<file path="config.mk">
export PLATFORM = sky130hd
export DESIGN_NAME = sac_adc_dev_flat
export DESIGN_NICKNAME = d
export VERILOG_FILES = /design/src/shared/sac_pkg.sv /design/src/shared/sac_link_if.sv /design/src/logic/sac_adc_dev.sv /design/src/flat_wrapper.sv
export SDC_FILE = /design/constraint.sdc
export NUM_CORES = 1
export LEC_CHECK = 0
export CAP_MARGIN = 30
export CORE_MARGIN = 5
export CORE_UTILIZATION = 55
export DETAILED_ROUTE_END_ITERATION = 6
export DONT_BUFFER_PORTS = 1
export GPL_ROUTABILITY_DRIVEN = 0
export PLACE_DENSITY_LB_ADDON = 0.12
export SYNTH_ARGS = -nofsm -noshare
export SYNTH_HDL_FRONTEND = slang
export SYNTH_SLANG_ARGS = --single-unit
</file>
<file path="constraint.sdc">
create_clock -name link_clk -period 2.75 [get_ports link_clk]
set_input_delay 0.55 -clock link_clk [delete_from_list [all_inputs] [get_ports link_clk]]
set_output_delay 0.55 -clock link_clk [all_outputs]
set_load 0.1 [all_outputs]
</file>
<file path="src/shared/sac_pkg.sv">
// Shared constants and state types for the converter link and its two ends
package sac_pkg;

	localparam int DATA_W = 16;
	localparam int CNT_W  = 5;
	localparam int CONV_W = 8;
	localparam int WAIT_W = 8;

	// Clock periods of both domains
	localparam int LINK_PERIOD_NS = 80;
	localparam int SYS_PERIOD_NS  = 25;

	// Conversion window of the internal oscillator
	localparam int T_CONV_MIN_NS = 2000;
	localparam int T_CONV_MAX_NS = 4000;
	localparam int CONV_MIN_CYC  = (T_CONV_MIN_NS + LINK_PERIOD_NS - 1) / LINK_PERIOD_NS;
	localparam int CONV_MAX_CYC  = T_CONV_MAX_NS / LINK_PERIOD_NS;
	localparam int CONV_DEF_CYC  = (CONV_MIN_CYC + CONV_MAX_CYC) / 2;

	// Host side timing
	localparam int T_START_PULSE_NS = 800;
	localparam int START_PULSE_CYC  = (T_START_PULSE_NS + SYS_PERIOD_NS - 1) / SYS_PERIOD_NS;
	localparam int T_SYNC_MARGIN_NS = 400;
	localparam int HOST_WAIT_CYC    =
		(T_CONV_MAX_NS + T_SYNC_MARGIN_NS + SYS_PERIOD_NS - 1) / SYS_PERIOD_NS;
	localparam int T_SCLK_HALF_NS   = 400;
	localparam int SCLK_HALF_CYC    = (T_SCLK_HALF_NS + SYS_PERIOD_NS - 1) / SYS_PERIOD_NS;

	// Falling serial clock edges that end a readout
	localparam logic [CNT_W-1:0] EDGES_NO_BUSY = 5'h10;
	localparam logic [CNT_W-1:0] EDGES_BUSY    = 5'h11;

	// Values after reset
	localparam logic [DATA_W-1:0] DATA_RST = 16'h0000;
	localparam logic [CNT_W-1:0]  EDGE_RST = 5'h00;
	localparam logic [CONV_W-1:0] CONV_RST = 8'h00;
	localparam logic [WAIT_W-1:0] WAIT_RST = 8'h00;

	typedef enum {DEV_ACQ, DEV_CONV, DEV_READY, DEV_SHIFT} sac_dev_state_e;
	typedef enum {HST_IDLE, HST_CONV, HST_IRQ, HST_LOW, HST_HIGH, HST_DONE, HST_END}
		sac_hst_state_e;

endpackage

</file>
<file path="src/shared/sac_link_if.sv">
// Pin-level link between the converter and its serial host
`timescale 1ns/10ps
interface sac_link_if;
	logic convert_start_pin;
	logic serial_in_pin;
	logic sclk;
	logic serial_out_o;
	logic serial_out_oe_n;
	logic serial_out_line;

	// Pull-up holds the line high while the converter lets go
	assign serial_out_line = serial_out_oe_n ? 1'b1 : serial_out_o;

	modport dev
	(
		input  convert_start_pin,
		input  serial_in_pin,
		input  sclk,
		output serial_out_o,
		output serial_out_oe_n
	);

	modport hst
	(
		output convert_start_pin,
		output serial_in_pin,
		output sclk,
		input  serial_out_line
	);
endinterface

</file>
<file path="src/logic/sac_adc_dev.sv">
// Converter end: mode select, timed conversion and serial readout
`timescale 1ns/10ps

// Notes on behaviour
// - Input high at start edge selects select-mode
// - Input low at start edge selects chain mode (not built: converter stays off the line)
// - Busy option sends one bit before data
// - Conversion timed internally; serial clock only reads
// - Readout only after conversion, during acquisition
// - Result shifted out as two's complement
// - Start edge releases output, samples, converts
// - Conversion ignores start pin once running
// - Host keeps start high across conversion window
// - Start high at end means no busy
// - Start falling edge drives MSB, then clock
// - Release after sixteenth fall or start high
// - Host holds start low across conversion window
// - Busy low at end, then data MSB first
// - Release after seventeenth fall or start high
// - Bit stays valid over both clock edges
// - Four-wire host keeps start high throughout
// - Four-wire host keeps input high across window
// - Input falling edge drives MSB, then clock
// - Release after sixteenth fall or input high
// - Next device selected only after release
// - Start and input never low together
module sac_adc_dev
	import sac_pkg::*;
#(
	parameter int CONV_CYC = CONV_DEF_CYC
)
(
	input  wire logic              link_clk,
	input  wire logic              link_rst,
	input  wire logic [DATA_W-1:0] sample_in,
	sac_link_if.dev                link,
	output logic                   converting,
	output logic                   reading,
	output logic                   cs_mode,
	output logic                   busy_option,
	output logic [DATA_W-1:0]      last_result
);

	function automatic logic rise(input logic cur, input logic prev);
		return cur & ~prev;
	endfunction

	function automatic logic fall(input logic cur, input logic prev);
		return ~cur & prev;
	endfunction

	sac_dev_state_e    state_ff;
	sac_dev_state_e    nxt_state;
	logic [1:0]        cv_sync_ff;
	logic [1:0]        di_sync_ff;
	logic [1:0]        sk_sync_ff;
	logic              cv_prev_ff;
	logic              di_prev_ff;
	logic              sk_prev_ff;
	logic [CONV_W-1:0] cnt_ff;
	logic [CONV_W-1:0] nxt_cnt;
	logic [CNT_W-1:0]  edge_ff;
	logic [CNT_W-1:0]  nxt_edge;
	logic [DATA_W-1:0] smp_sync0_ff;
	logic [DATA_W-1:0] smp_sync1_ff;
	logic [DATA_W-1:0] sample_ff;
	logic [DATA_W-1:0] nxt_sample;
	logic [DATA_W-1:0] shreg_ff;
	logic [DATA_W-1:0] nxt_shreg;
	logic [DATA_W-1:0] result_ff;
	logic [DATA_W-1:0] nxt_result;
	logic              dout_ff;
	logic              nxt_dout;
	logic              oe_n_ff;
	logic              nxt_oe_n;
	logic              cs_ff;
	logic              nxt_cs;
	logic              busy_ff;
	logic              nxt_busy;
	logic              conv_flag_ff;
	logic              read_flag_ff;

	// Synchronised pins; only the second stage feeds logic
	wire               cv_s       = cv_sync_ff[1];
	wire               di_s       = di_sync_ff[1];
	wire               sk_s       = sk_sync_ff[1];
	wire               sel_s      = cv_s & di_s;
	wire               sel_prev   = cv_prev_ff & di_prev_ff;
	wire               cv_rise    = rise(cv_s, cv_prev_ff);
	wire               sel_fall   = fall(sel_s, sel_prev);
	wire               sel_rise   = rise(sel_s, sel_prev);
	wire               sk_fall    = fall(sk_s, sk_prev_ff);
	wire [CONV_W-1:0]  conv_last  = CONV_W'(CONV_CYC - 1);
	wire [CNT_W-1:0]   edge_next  = edge_ff + 5'h01;
	wire [CNT_W-1:0]   edge_total = busy_ff ? EDGES_BUSY : EDGES_NO_BUSY;
	wire [DATA_W-1:0]  shreg_shl  = {shreg_ff[DATA_W-2:0], 1'b0};

	always_comb
	begin
		nxt_state  = state_ff;
		nxt_cnt    = cnt_ff;
		nxt_edge   = edge_ff;
		nxt_sample = sample_ff;
		nxt_shreg  = shreg_ff;
		nxt_result = result_ff;
		nxt_dout   = dout_ff;
		nxt_oe_n   = oe_n_ff;
		nxt_cs     = cs_ff;
		nxt_busy   = busy_ff;
		case (state_ff)
			DEV_CONV:
			begin
				// Runs on the link clock alone, whatever the pins do
				nxt_cnt = cnt_ff + 8'h01;
				if (cnt_ff == conv_last)
				begin
					nxt_shreg  = sample_ff;
					nxt_result = sample_ff;
					if (!cs_ff)
					begin
						// Chain mode is not built: stay off the line
						nxt_state = DEV_ACQ;
					end
					else if (sel_s)
					begin
						nxt_state = DEV_READY;
					end
					else
					begin
						nxt_state = DEV_SHIFT;
						nxt_oe_n  = 1'b0;
						nxt_dout  = 1'b0;
						nxt_busy  = 1'b1;
						nxt_edge  = EDGE_RST;
					end
				end
			end
			DEV_READY:
			begin
				if (sel_fall)
				begin
					nxt_state = DEV_SHIFT;
					nxt_oe_n  = 1'b0;
					nxt_dout  = shreg_ff[DATA_W-1];
					nxt_shreg = shreg_shl;
					nxt_busy  = 1'b0;
					nxt_edge  = EDGE_RST;
				end
			end
			DEV_SHIFT:
			begin
				if (sel_s || sel_rise)
				begin
					nxt_state = DEV_ACQ;
					nxt_oe_n  = 1'b1;
					nxt_dout  = 1'b1;
				end
				else if (sk_fall)
				begin
					nxt_edge = edge_next;
					if (edge_next == edge_total)
					begin
						nxt_state = DEV_ACQ;
						nxt_oe_n  = 1'b1;
						nxt_dout  = 1'b1;
					end
					else
					begin
						// Changes only after a fall, so it holds over the rise
						nxt_dout  = shreg_ff[DATA_W-1];
						nxt_shreg = shreg_shl;
					end
				end
			end
			default:
			begin
			end
		endcase
		// A start edge during conversion is ignored
		if (cv_rise && state_ff != DEV_CONV)
		begin
			nxt_cs     = di_s;
			nxt_sample = smp_sync1_ff;
			nxt_oe_n   = 1'b1;
			nxt_dout   = 1'b1;
			nxt_cnt    = CONV_RST;
			nxt_busy   = 1'b0;
			nxt_state  = DEV_CONV;
		end
	end

	always_ff @(posedge link_clk)
	begin
		cv_sync_ff <= {cv_sync_ff[0], link.convert_start_pin};
		di_sync_ff <= {di_sync_ff[0], link.serial_in_pin};
		sk_sync_ff <= {sk_sync_ff[0], link.sclk};
		// Word is held long before the start edge clears its own synchroniser
		smp_sync0_ff <= sample_in;
		smp_sync1_ff <= smp_sync0_ff;
		if (link_rst)
		begin
			cv_prev_ff   <= 1'b0;
			di_prev_ff   <= 1'b1;
			sk_prev_ff   <= 1'b0;
			state_ff     <= DEV_ACQ;
			cnt_ff       <= CONV_RST;
			edge_ff      <= EDGE_RST;
			sample_ff    <= DATA_RST;
			shreg_ff     <= DATA_RST;
			result_ff    <= DATA_RST;
			dout_ff      <= 1'b1;
			oe_n_ff      <= 1'b1;
			cs_ff        <= 1'b0;
			busy_ff      <= 1'b0;
			conv_flag_ff <= 1'b0;
			read_flag_ff <= 1'b0;
		end
		else
		begin
			cv_prev_ff   <= cv_s;
			di_prev_ff   <= di_s;
			sk_prev_ff   <= sk_s;
			state_ff     <= nxt_state;
			cnt_ff       <= nxt_cnt;
			edge_ff      <= nxt_edge;
			sample_ff    <= nxt_sample;
			shreg_ff     <= nxt_shreg;
			result_ff    <= nxt_result;
			dout_ff      <= nxt_dout;
			oe_n_ff      <= nxt_oe_n;
			cs_ff        <= nxt_cs;
			busy_ff      <= nxt_busy;
			conv_flag_ff <= (nxt_state == DEV_CONV);
			read_flag_ff <= (nxt_state == DEV_SHIFT);
		end
	end

	assign link.serial_out_o    = dout_ff;
	assign link.serial_out_oe_n = oe_n_ff;
	assign converting           = conv_flag_ff;
	assign reading              = read_flag_ff;
	assign cs_mode              = cs_ff;
	assign busy_option          = busy_ff;
	assign last_result          = result_ff;

endmodule // sac_adc_dev

</file>
<file path="src/flat_wrapper.sv">
// flat-port wrapper written by rule: the top's interface ports become plain ports
module sac_adc_dev_flat import sac_pkg::*;
#(
	parameter int CONV_CYC = CONV_DEF_CYC
)
  (link_clk, link_rst, sample_in, converting, reading, cs_mode, busy_option, last_result, link_convert_start_pin, link_serial_in_pin, link_sclk, link_serial_out_o, link_serial_out_oe_n);
  sac_link_if link_i ();
  input  wire logic link_clk;
  input  wire logic link_rst;
  input  wire logic [DATA_W-1:0] sample_in;
  output logic converting;
  output logic reading;
  output logic cs_mode;
  output logic busy_option;
  output logic [DATA_W-1:0] last_result;
  input wire logic [$bits(link_i.convert_start_pin)-1:0] link_convert_start_pin;
  input wire logic [$bits(link_i.serial_in_pin)-1:0] link_serial_in_pin;
  input wire logic [$bits(link_i.sclk)-1:0] link_sclk;
  output wire logic [$bits(link_i.serial_out_o)-1:0] link_serial_out_o;
  output wire logic [$bits(link_i.serial_out_oe_n)-1:0] link_serial_out_oe_n;
  assign link_i.convert_start_pin = link_convert_start_pin;
  assign link_i.serial_in_pin = link_serial_in_pin;
  assign link_i.sclk = link_sclk;
  assign link_serial_out_o = link_i.serial_out_o;
  assign link_serial_out_oe_n = link_i.serial_out_oe_n;
  sac_adc_dev #(.CONV_CYC(CONV_CYC)) u_core (.link_clk(link_clk), .link_rst(link_rst), .sample_in(sample_in), .link(link_i), .converting(converting), .reading(reading), .cs_mode(cs_mode), .busy_option(busy_option), .last_result(last_result));
endmodule
</file>
==> results.ini, run 1 <==
[timing]
finalCriticalPeriod_ns=2.21
final-max-slew-violation-count=0
fmax_mhz=454
fin_crit_sh=0.802
worst_pin_slew_ns=0.990
rsz0062_at_grt=no
setup_viol=0
final.setup.tns_ns=0
report.final.hold_viol_count=0
fin_skew_ns=0.0131
relSlewSlack=0.339

[grt]
track_usage=0.171
grt_pass1_vias=3224
grt-ovfl-total=0
grt_pass1_wl_um=15600
grt_max_degree=62
antenna_found_initial=0

[logic_synthesis]
synth_cells=464
synth_compound_gate_area_share=0.106
yosys.area.top_type_share=0.565
synthTopCellsByArea=dfxtp_1 56%, mux2i_1 10%, and2_1 4.2%
syn_nets=488
synth_top_family_by_area=simple AND/OR/NAND/NOR gates
synth_cell_types=47
synth.yosys.warnings=0
syn_area_um2=4960
synth_xor_area_frac=0.0141
async_reset_ff_frac=0
synthAdderAreaFrac=0.00757
ys.flop_type=dfxtp_1
synthSimpleGateAreaFrac=0.175
yosysTopAreaCell=dfxtp_1
synth.yosys.seq_area_share=0.565
muxShareOfSynthArea=0.101
synth_seq_cells=140
avgSynthCellArea_um2=10.7
synth-edff-count=0

[finish]
n_antenna_cell=0
drive_above_1_share=0.134
final_cell_area_um2=5690
area_growth_pct=14.7
nNetsFinal=497

[flow_run]
drv_cap=0

[floorplan]
rows=34
die-area_um2=11000
coreArea_um2=8760
ios=43
die_h_um=105
start_util=0.566
die_w_um=105

[drt]
post-route-drc-count=0
drt_pass1_iterations=4
ant_nets=0
num_vias=3323
via_per_inst=5.59
drt_iter0_drc=184
drt_wl_total_um=9090
wl_per_cell_um=15.3

[setup_path]
cp-end-kind=flip-flop
cp.arrival_ns=2.64
criticalPathCategory=flip-flop to flip-flop
worstPathMaxFanout=8
critPathRequiredTime_ns=3.19
critPathLaunchType=flip-flop

[place]
port_buffers=0
dpl.hpwl_um=5920
placed_area_um2=5120

[pwr]
p_int_mw=3.36
peakVddDrop_uv=748
seqPwrFrac=0.485
leakagePower_nw=2.26
switchingPower_mw=1.01
powerDensity_nw_per_um2=768
combinationalPowerShare=0.026
power_frac_clock=0.488
p_sw_frac=0.232

[clock_tree]
cts-resized-gates=0
holdBufCountCts=0
clockBufferDepth=2
cts_post_setup_buffers_inserted=0
h-tree-depth=4
root_buffer=clkbuf_8
cts_buffers=17
cts_tree=built
cts_sinks=140
path_clk_slew_ns=0.07
insertion_delay_ns=0.52

[run_status]
status=complete, no violations

[hold_path]
hold_path_class=input pin to flip-flop

-- per-stage QoR --
| step | util | cells | hold slack, ns | setup slack [ns] | power [mW] |
|---|---|---|---|---|---|
| 2_1_floorplan | - | 464 | 0.310 | 0.556 | 2.26 |
| 3_3_place_gp | 0.583 | 561 | 0.310 | 0.552 | 2.28 |
| 3_5_place_dp | 0.585 | 562 | 0.312 | 0.560 | 2.28 |
| 4_1_cts | 0.649 | 594 | 0.0360 | 0.543 | 4.42 |
| 5_1_grt | 0.649 | 594 | 0.0297 | 0.313 | 4.54 |
| 6_report | 0.649 | 594 | 0.0530 | 0.545 | 4.37 |
-- final cells by class --
class,count,area (µm²)
fillers,703,3070
flip-flops and latches,140,2800
multi-input cells,292,2030
clock buffers,17,414
clock inverters,15,154
repair buffers,18,139
well taps,108,135
inverters,4,15.0
-- flip-flops by register name, indices dropped and copies added (netlist names) --
signal	count
u_core.busy_option	1
u_core.cnt_ff	8
u_core.converting	1
u_core.cs_mode	1
u_core.cv_prev_ff	1
u_core.cv_sync_ff	2
u_core.di_prev_ff	1
u_core.di_sync_ff	2
u_core.edge_ff	5
u_core.last_result	16
u_core.link.serial_out_o	1
u_core.link.serial_out_oe_n	1
u_core.reading	1
u_core.sample_ff	16
u_core.shreg_ff	16
u_core.sk_prev_ff	1
u_core.sk_sync_ff	2
u_core.smp_sync0_ff	16
u_core.smp_sync1_ff	16
u_core.state_ff	32
-- kinds of logic after synthesis --
| family | Yosys count |
|---|---|
| adders and majority gates | 3 |
| muxes | 50 |
| and+or+nand+nor | 154 |
| AOI/OAI and AO/OA | 77 |
| xor gates and xnor gates | 8 |
| buffers and inverters | 32 |
| DFF | 140 |
-- path summary, 6_finish.rpt --
check | to | startpoint | cells past startpoint | slack (ns)
max reg2reg | u_core.edge_ff[3]$_SDFFE_PP0P_ | u_core.cnt_ff[0]$_SDFFE_PP0P_ | 8 | 0.54
max | u_core.edge_ff[3]$_SDFFE_PP0P_ | u_core.cnt_ff[0]$_SDFFE_PP0P_ | 8 | 0.54
min reg2reg | u_core.smp_sync1_ff[10]$_DFF_P_ | u_core.smp_sync0_ff[10]$_DFF_P_ | 0 | 0.33
min | u_core.smp_sync0_ff[12]$_DFF_P_ | sample_in[12] | 0 | 0.05
-- worst max-delay path, stage by stage, from the launching register on --
cell      delay, ns
dfxtp_1        0.34
inv_1          0.06
ha_1           0.12
nor4bb_1       0.27
buf_4          0.17
and3_1         0.22
o211ai_1       0.27
or4_1          0.53
a31oi_1        0.16
-- synthesized netlist by cell type (7+ instances only) --
cell type / n
nor2_1: 47
and2_1: 33
a21oi_1: 26
nor4_2: 7
clkbuf_1: 16
mux2i_1: 50
nor4_1: 8
dfxtp_1: 140
o21ai_0: 8
buf_2: 7
a311oi_1: 15
nand2_1: 15
-- power by group through the flow --
stage / logic, mW / registers (mW) / clock network (mW)
finish: 0.116 / 2.12 / 2.13
floorplan: 0.0993 / 2.16 / 0
detailed placement: 0.115 / 2.17 / 0
global placement: 0.113 / 2.16 / 0
global route: 0.128 / 2.13 / 2.28
CTS: 0.116 / 2.12 / 2.18
-- per-layer routing --
metal / GRT usage / part of all wire
met1: 0.241 / 0.49
met3: 0.0561 / 0.063
met2: 0.241 / 0.43
met5: 0 / 0
met4: 0.0676 / 0.014
-- cells in the final DEF (no fill, tap or decap), types with 5 or more instances in the layout --
cell type | netlist | routed
a311oi_1 | 15 | 15
and2_1 | 33 | 33
xnor2_1 | 6 | 6
clkbuf_16 | 0 | 16
o21ai_0 | 8 | 8
a21oi_1 | 26 | 26
or4_1 | 5 | 5
nor2_1 | 47 | 47
nor4_2 | 7 | 8
nor4_1 | 8 | 7
nand4_1 | 6 | 6
dfxtp_1 | 140 | 140
nand2_1 | 15 | 15
buf_4 | 3 | 17
mux2i_1 | 50 | 50
inv_6 | 0 | 6
nor2b_1 | 5 | 5
o2111ai_1 | 5 | 5
nor3_1 | 6 | 6
No activity file was read; power rests on OpenSTA's default activity.
==> inputs of run 2 (changes only) <==
==> constraint.sdc (replaced) <==
create_clock -name link_clk -period 2 [get_ports link_clk]
set_input_delay 0.4 -clock link_clk [delete_from_list [all_inputs] [get_ports link_clk]]
set_output_delay 0.4 -clock link_clk [all_outputs]
set_load 0.1 [all_outputs]
==> results.ini, run 2 (synthesized netlist as in run 1, its figures left out) <==
[clock_tree]
insertion_delay_ns=0.52
path_clk_slew_ns=0.07
clockBufferDepth=2
cts_buffers=17
cts_sinks=140
h-tree-depth=4
cts_tree=built
root_buffer=clkbuf_8

[setup_path]
rr_worst_depth=6
endpoint=u_core.shreg_ff[9]$_SDFFE_PP0P_
ff2ff_setup_slack_ns=-0.11
reg2reg_to=u_core.shreg_ff[9]$_SDFFE_PP0P_
cp-startpoint=u_core.state_ff[16]$_SDFF_PP0_
cp-end-kind=flip-flop
critPathRequiredTime_ns=2.41
worstPathMaxFanout=8
critPathLaunchType=flip-flop
criticalPathCategory=flip-flop to flip-flop
rr_startpoint=u_core.state_ff[16]$_SDFF_PP0_
cp.arrival_ns=2.52

[timing]
fin_crit_sh=1.06
report.final.hold_viol_count=0
fin_skew_ns=0.00891
worst_slack_ns=-0.113
final-max-slew-violation-count=0
relSlewSlack=0.647
final.setup.tns_ns=-0.355
fmax_mhz=473
finalCriticalPeriod_ns=2.11
rsz0062_at_grt=yes
worst_pin_slew_ns=0.527
setup_viol=14

[drt]
drt_wl_total_um=11000
drt_pass1_iterations=4
drt_iter0_drc=182
wl_per_cell_um=16.6
ant_nets=0
post-route-drc-count=0
num_vias=3786
via_per_inst=5.72

[pwr]
peakVddDrop_uv=762
p_int_mw=4.82
p_sw_frac=0.236
power_frac_clock=0.493
switchingPower_mw=1.49
leakagePower_nw=2.73
combinationalPowerShare=0.047
powerDensity_nw_per_um2=942
seqPwrFrac=0.460

[finish]
final_cell_mix=130 x dfxtp_1, 50 x buf_4, 47 x mux2i_1
top_register=u_core.state_ff
largest_reg_flops=32
mostFrequentLayoutCell=dfxtp_1
nNetsFinal=566
num-fill-cells=588
drive_above_1_share=0.278
n_antenna_cell=0
area_growth_pct=35.2

[run_status]
status=finished with violations
violations=negative setup slack

[place]
place_ws_ns=-0.143
dpl.hpwl_um=6390
port_buffers=0

[floorplan]
die-area_um2=11000
start_util=0.566
coreArea_um2=8760
die_h_um=105
rows=34
ios=43
die_w_um=105

[flow_run]
drv_cap=0

[grt]
grt-ovfl-total=0
grt_max_degree=60
grt_pass1_vias=3702
antenna_found_initial=0
grt_pass1_wl_um=18100
track_usage=0.201

[hold_path]
hold_path_class=input pin to flip-flop

[run 2: cell count changes in the layout (fill, tap and decap cells not counted), sizes merged]
cell / change
buf: +49
dlygate4sd3: +19
clkinvlp: -2
bufbuf: +1
bufinv: +1
[run 2: repair_timing]
action                                 in CTS  in global routing
gates cloned                                4                  1
resized for setup                          28                 51
hold buffers                               20                  0
setup buffers                               7                  2
pin swaps                                  16                 20
endpoints found under the hold margin      78                  0
setup endpoints to repair                  80                 96
[run 2: worst max-delay path: stages, from the launching register on]
cell      delay, ns
dfxtp_2        0.34
nor4_4         0.28
nand4_1        0.19
or4_4          0.59
buf_12         0.18
mux2i_1        0.12
a311oi_1       0.31
[run 2: power by group through the flow]
stage	logic [mW]	registers, mW	clock network [mW]
2_1_floorplan	0.137	2.97	0
3_3_place_gp	0.200	2.96	0
3_5_place_dp	0.203	2.96	0
4_1_cts	0.274	2.90	3.15
5_1_grt	0.320	2.91	3.29
6_report	0.298	2.90	3.11
[run 2: layer usage]
metal / track usage / wire, µm / vias up
met5: 0 / 0 / -
met3: 0.0629 / 691 / 21
li1: - / - / 1832
met4: 0.0648 / 187 / 0
met1: 0.260 / 4960 / 1818
met2: 0.321 / 5180 / 115
[run 2: final cells by class]
class	count	area, µm²	share of cell area
flip-flops and latches	140	2820	0.420
multi-input cells	292	2280	0.341
repair buffers	87	865	0.129
clock buffers	17	414	0.0618
clock inverters	14	178	0.0265
well taps	108	135	0.0202
inverters	4	15.0	0.00224
[run 2: per-stage QoR]
step / util / area (µm²) / power (mW) / instances / hold WS (ns)
2_1_floorplan: - / 4980 / 3.11 / 464 / 0.310
3_3_place_gp: 0.622 / 5450 / 3.16 / 600 / 0.311
3_5_place_dp: 0.622 / 5450 / 3.17 / 600 / 0.312
4_1_cts: 0.743 / 6510 / 6.33 / 662 / 0.135
5_1_grt: 0.765 / 6710 / 6.52 / 662 / 0.110
6_report: 0.765 / 6710 / 6.31 / 662 / 0.128
[run 2: how the worst min path moves through the flow]
stage	end	cells after the start	slack, ns	from
floorplan	u_core.cv_sync_ff[1]$_DFF_P_	0	0.31	u_core.cv_sync_ff[0]$_DFF_P_
global placement	u_core.smp_sync1_ff[14]$_DFF_P_	0	0.31	u_core.smp_sync0_ff[14]$_DFF_P_
detailed placement	u_core.sk_sync_ff[1]$_DFF_P_	0	0.31	u_core.sk_sync_ff[0]$_DFF_P_
CTS	u_core.link.serial_out_oe_n$_SDFFE_PP1P_	3	0.13	link_rst
global route	u_core.reading$_SDFF_PP0_	2	0.11	link_rst
finish	u_core.reading$_SDFF_PP0_	2	0.13	link_rst
==> inputs of run 3 (changes only) <==
--- a/config.mk
+++ b/config.mk
@@ -6,8 +6,10 @@
 export NUM_CORES = 1
 export LEC_CHECK = 0
 export CAP_MARGIN = 30
+export CELL_PAD_IN_SITES_DETAIL_PLACEMENT = 1
+export CELL_PAD_IN_SITES_GLOBAL_PLACEMENT = 1
 export CORE_MARGIN = 5
-export CORE_UTILIZATION = 55
+export CORE_UTILIZATION = 44
 export DETAILED_ROUTE_END_ITERATION = 6
 export DONT_BUFFER_PORTS = 1
 export GPL_ROUTABILITY_DRIVEN = 0
==> results.ini, run 3 (synthesized netlist as in run 1, its figures left out) <==
[run_status]
status=finished with violations
violations=negative setup slack

[finish]
area_growth_pct=43.7
final_cell_mix=131 x dfxtp_1, 61 x buf_4, 48 x mux2i_1
multi_input_area_um2=2380
top_register=u_core.state_ff
largest_reg_flops=32
layout.cells.non_filler=717
post-route-util=0.652
seq_area_um2=2810
mostFrequentLayoutCell=dfxtp_1
num-fill-cells=1104
n_antenna_cell=0
drive_above_1_share=0.347
nNetsFinal=589
final_cell_area_um2=7130

[place]
port_buffers=0
placed_area_um2=5570
dpl.hpwl_um=7890
placedCellCount=643

[grt]
grt-ovfl-total=0
track_usage=0.213
antenna_found_initial=0
grt_pass1_wl_um=22000
grt_pass1_vias=4123
grt_max_degree=62

[setup_path]
critPathRequiredTime_ns=2.32
cp.arrival_ns=2.52
worstPathMaxFanout=8
path_cells=nor4_4 > nand4_1 > or4_4 > buf_12 > buf_4 > mux2i_1 > a311oi_1
cp-end-kind=flip-flop
cp_top_family=simple AND/OR/NAND/NOR gates
cp_num_buf_inv=2
critical-path-max-stage-delay_ns=0.57
criticalPathCategory=flip-flop to flip-flop
critPathLaunchType=flip-flop
critPathSlowestCell=or4_4

[drt]
drt_iter0_drc=213
ant_nets=0
wl_per_cell_um=20.0
post-route-drc-count=0
drt_pass1_iterations=4
drt_wl_total_um=14400
num_vias=3909
via_per_inst=5.45

[clock_tree]
h-tree-depth=4
cts_tree=built
cts_buffers=17
cts_sinks=140
insertion_delay_ns=0.42
path_clk_slew_ns=0.06
root_buffer=clkbuf_16
clockBufferDepth=2

[timing]
fin_skew_ns=0.0129
worst_slack_ns=-0.208
rsz0062_at_grt=yes
fin_crit_sh=1.10
setup_viol=95
final-max-slew-violation-count=0
relSlewSlack=0.704
finalCriticalPeriod_ns=2.21
report.final.hold_viol_count=0
worst_pin_slew_ns=0.440
fmax_mhz=453

[pwr]
power_frac_clock=0.500
switchingPower_mw=1.44
peakVddDrop_uv=959
seqPwrFrac=0.445
p_sw_frac=0.221
combinationalPowerShare=0.055
powerDensity_nw_per_um2=916
p_int_mw=5.08
leakagePower_nw=2.89

[floorplan]
start_util=0.454
die-area_um2=13500
die_h_um=116
rows=38
ios=43
die_w_um=116
coreArea_um2=10900

[flow_run]
drv_cap=0

[hold_path]
hold_path_class=input pin to flip-flop

## run 3: cell types whose count changed in the layout (fill, tap and decap cells not counted), moves of 4 or more
cell | before | now
buf_6 | 7 | 16
buf_4 | 50 | 61
a311oi_1 | 15 | 11
and2_1 | 33 | 20
a311oi_2 | 0 | 4
and2_4 | 0 | 13
## run 3: cell type report
class,instances,area share
inverter,4,0.00211
clock inverter,12,0.0226
tap,140,0.0246
multi-input combinational,292,0.334
timing repair buffer,110,0.159
clock buffer,19,0.0635
sequential,140,0.395
## run 3: worst paths after layout
check                                      start                         endpoint  slack [ns]  depth (start not counted)
setup reg to reg  u_core.state_ff[14]$_SDFF_PP0_  u_core.shreg_ff[7]$_SDFFE_PP0P_       -0.21                          7
setup / recovery  u_core.state_ff[14]$_SDFF_PP0_  u_core.shreg_ff[7]$_SDFFE_PP0P_       -0.21                          7
hold / removal                          link_rst    u_core.state_ff[0]$_SDFF_PP0_        0.04                          1
hold reg to reg   u_core.smp_sync0_ff[8]$_DFF_P_   u_core.smp_sync1_ff[8]$_DFF_P_        0.33                          0
## run 3: repair_timing
| action | 4_1_cts | 5_1_grt |
|---|---|---|
| hold endpoints to repair | 19 | 0 |
| buffers inserted | 11 | 5 |
| gates resized for setup | 55 | 59 |
| gates cloned | 7 | 3 |
| pin swaps | 25 | 29 |
| endpoints found under the setup margin | 94 | 99 |
| hold buffers | 19 | 0 |
## run 3: metal layers
layer	vias up	track usage	share of wire
met1	1927	0.268	0.43
met3	21	0.0570	0.049
li1	1866	-	-
met5	-	0	0
met2	95	0.356	0.51
met4	0	0.0719	0.014
## run 3: power groups by stage
stage	combinational (mW)	clock [mW]	sequential, mW
after global placement	0.223	0	2.96
after CTS	0.328	3.32	2.90
after detailed placement	0.232	0	2.96
after floorplan	0.137	0	2.97
after global routing	0.381	3.48	2.91
final	0.357	3.27	2.90
## run 3: per-stage QoR
stage	power (mW)	setup TNS, ns	setup slack [ns]	hold slack [ns]
2_1_floorplan	3.11	0	0.0457	0.310
3_3_place_gp	3.18	-1.48	-0.0684	0.311
3_5_place_dp	3.19	-5.86	-0.217	0.313
4_1_cts	6.55	-5.20	-0.129	0.0303
5_1_grt	6.77	-20.10	-0.301	0.0215
6_report	6.53	-8.78	-0.208	0.0396
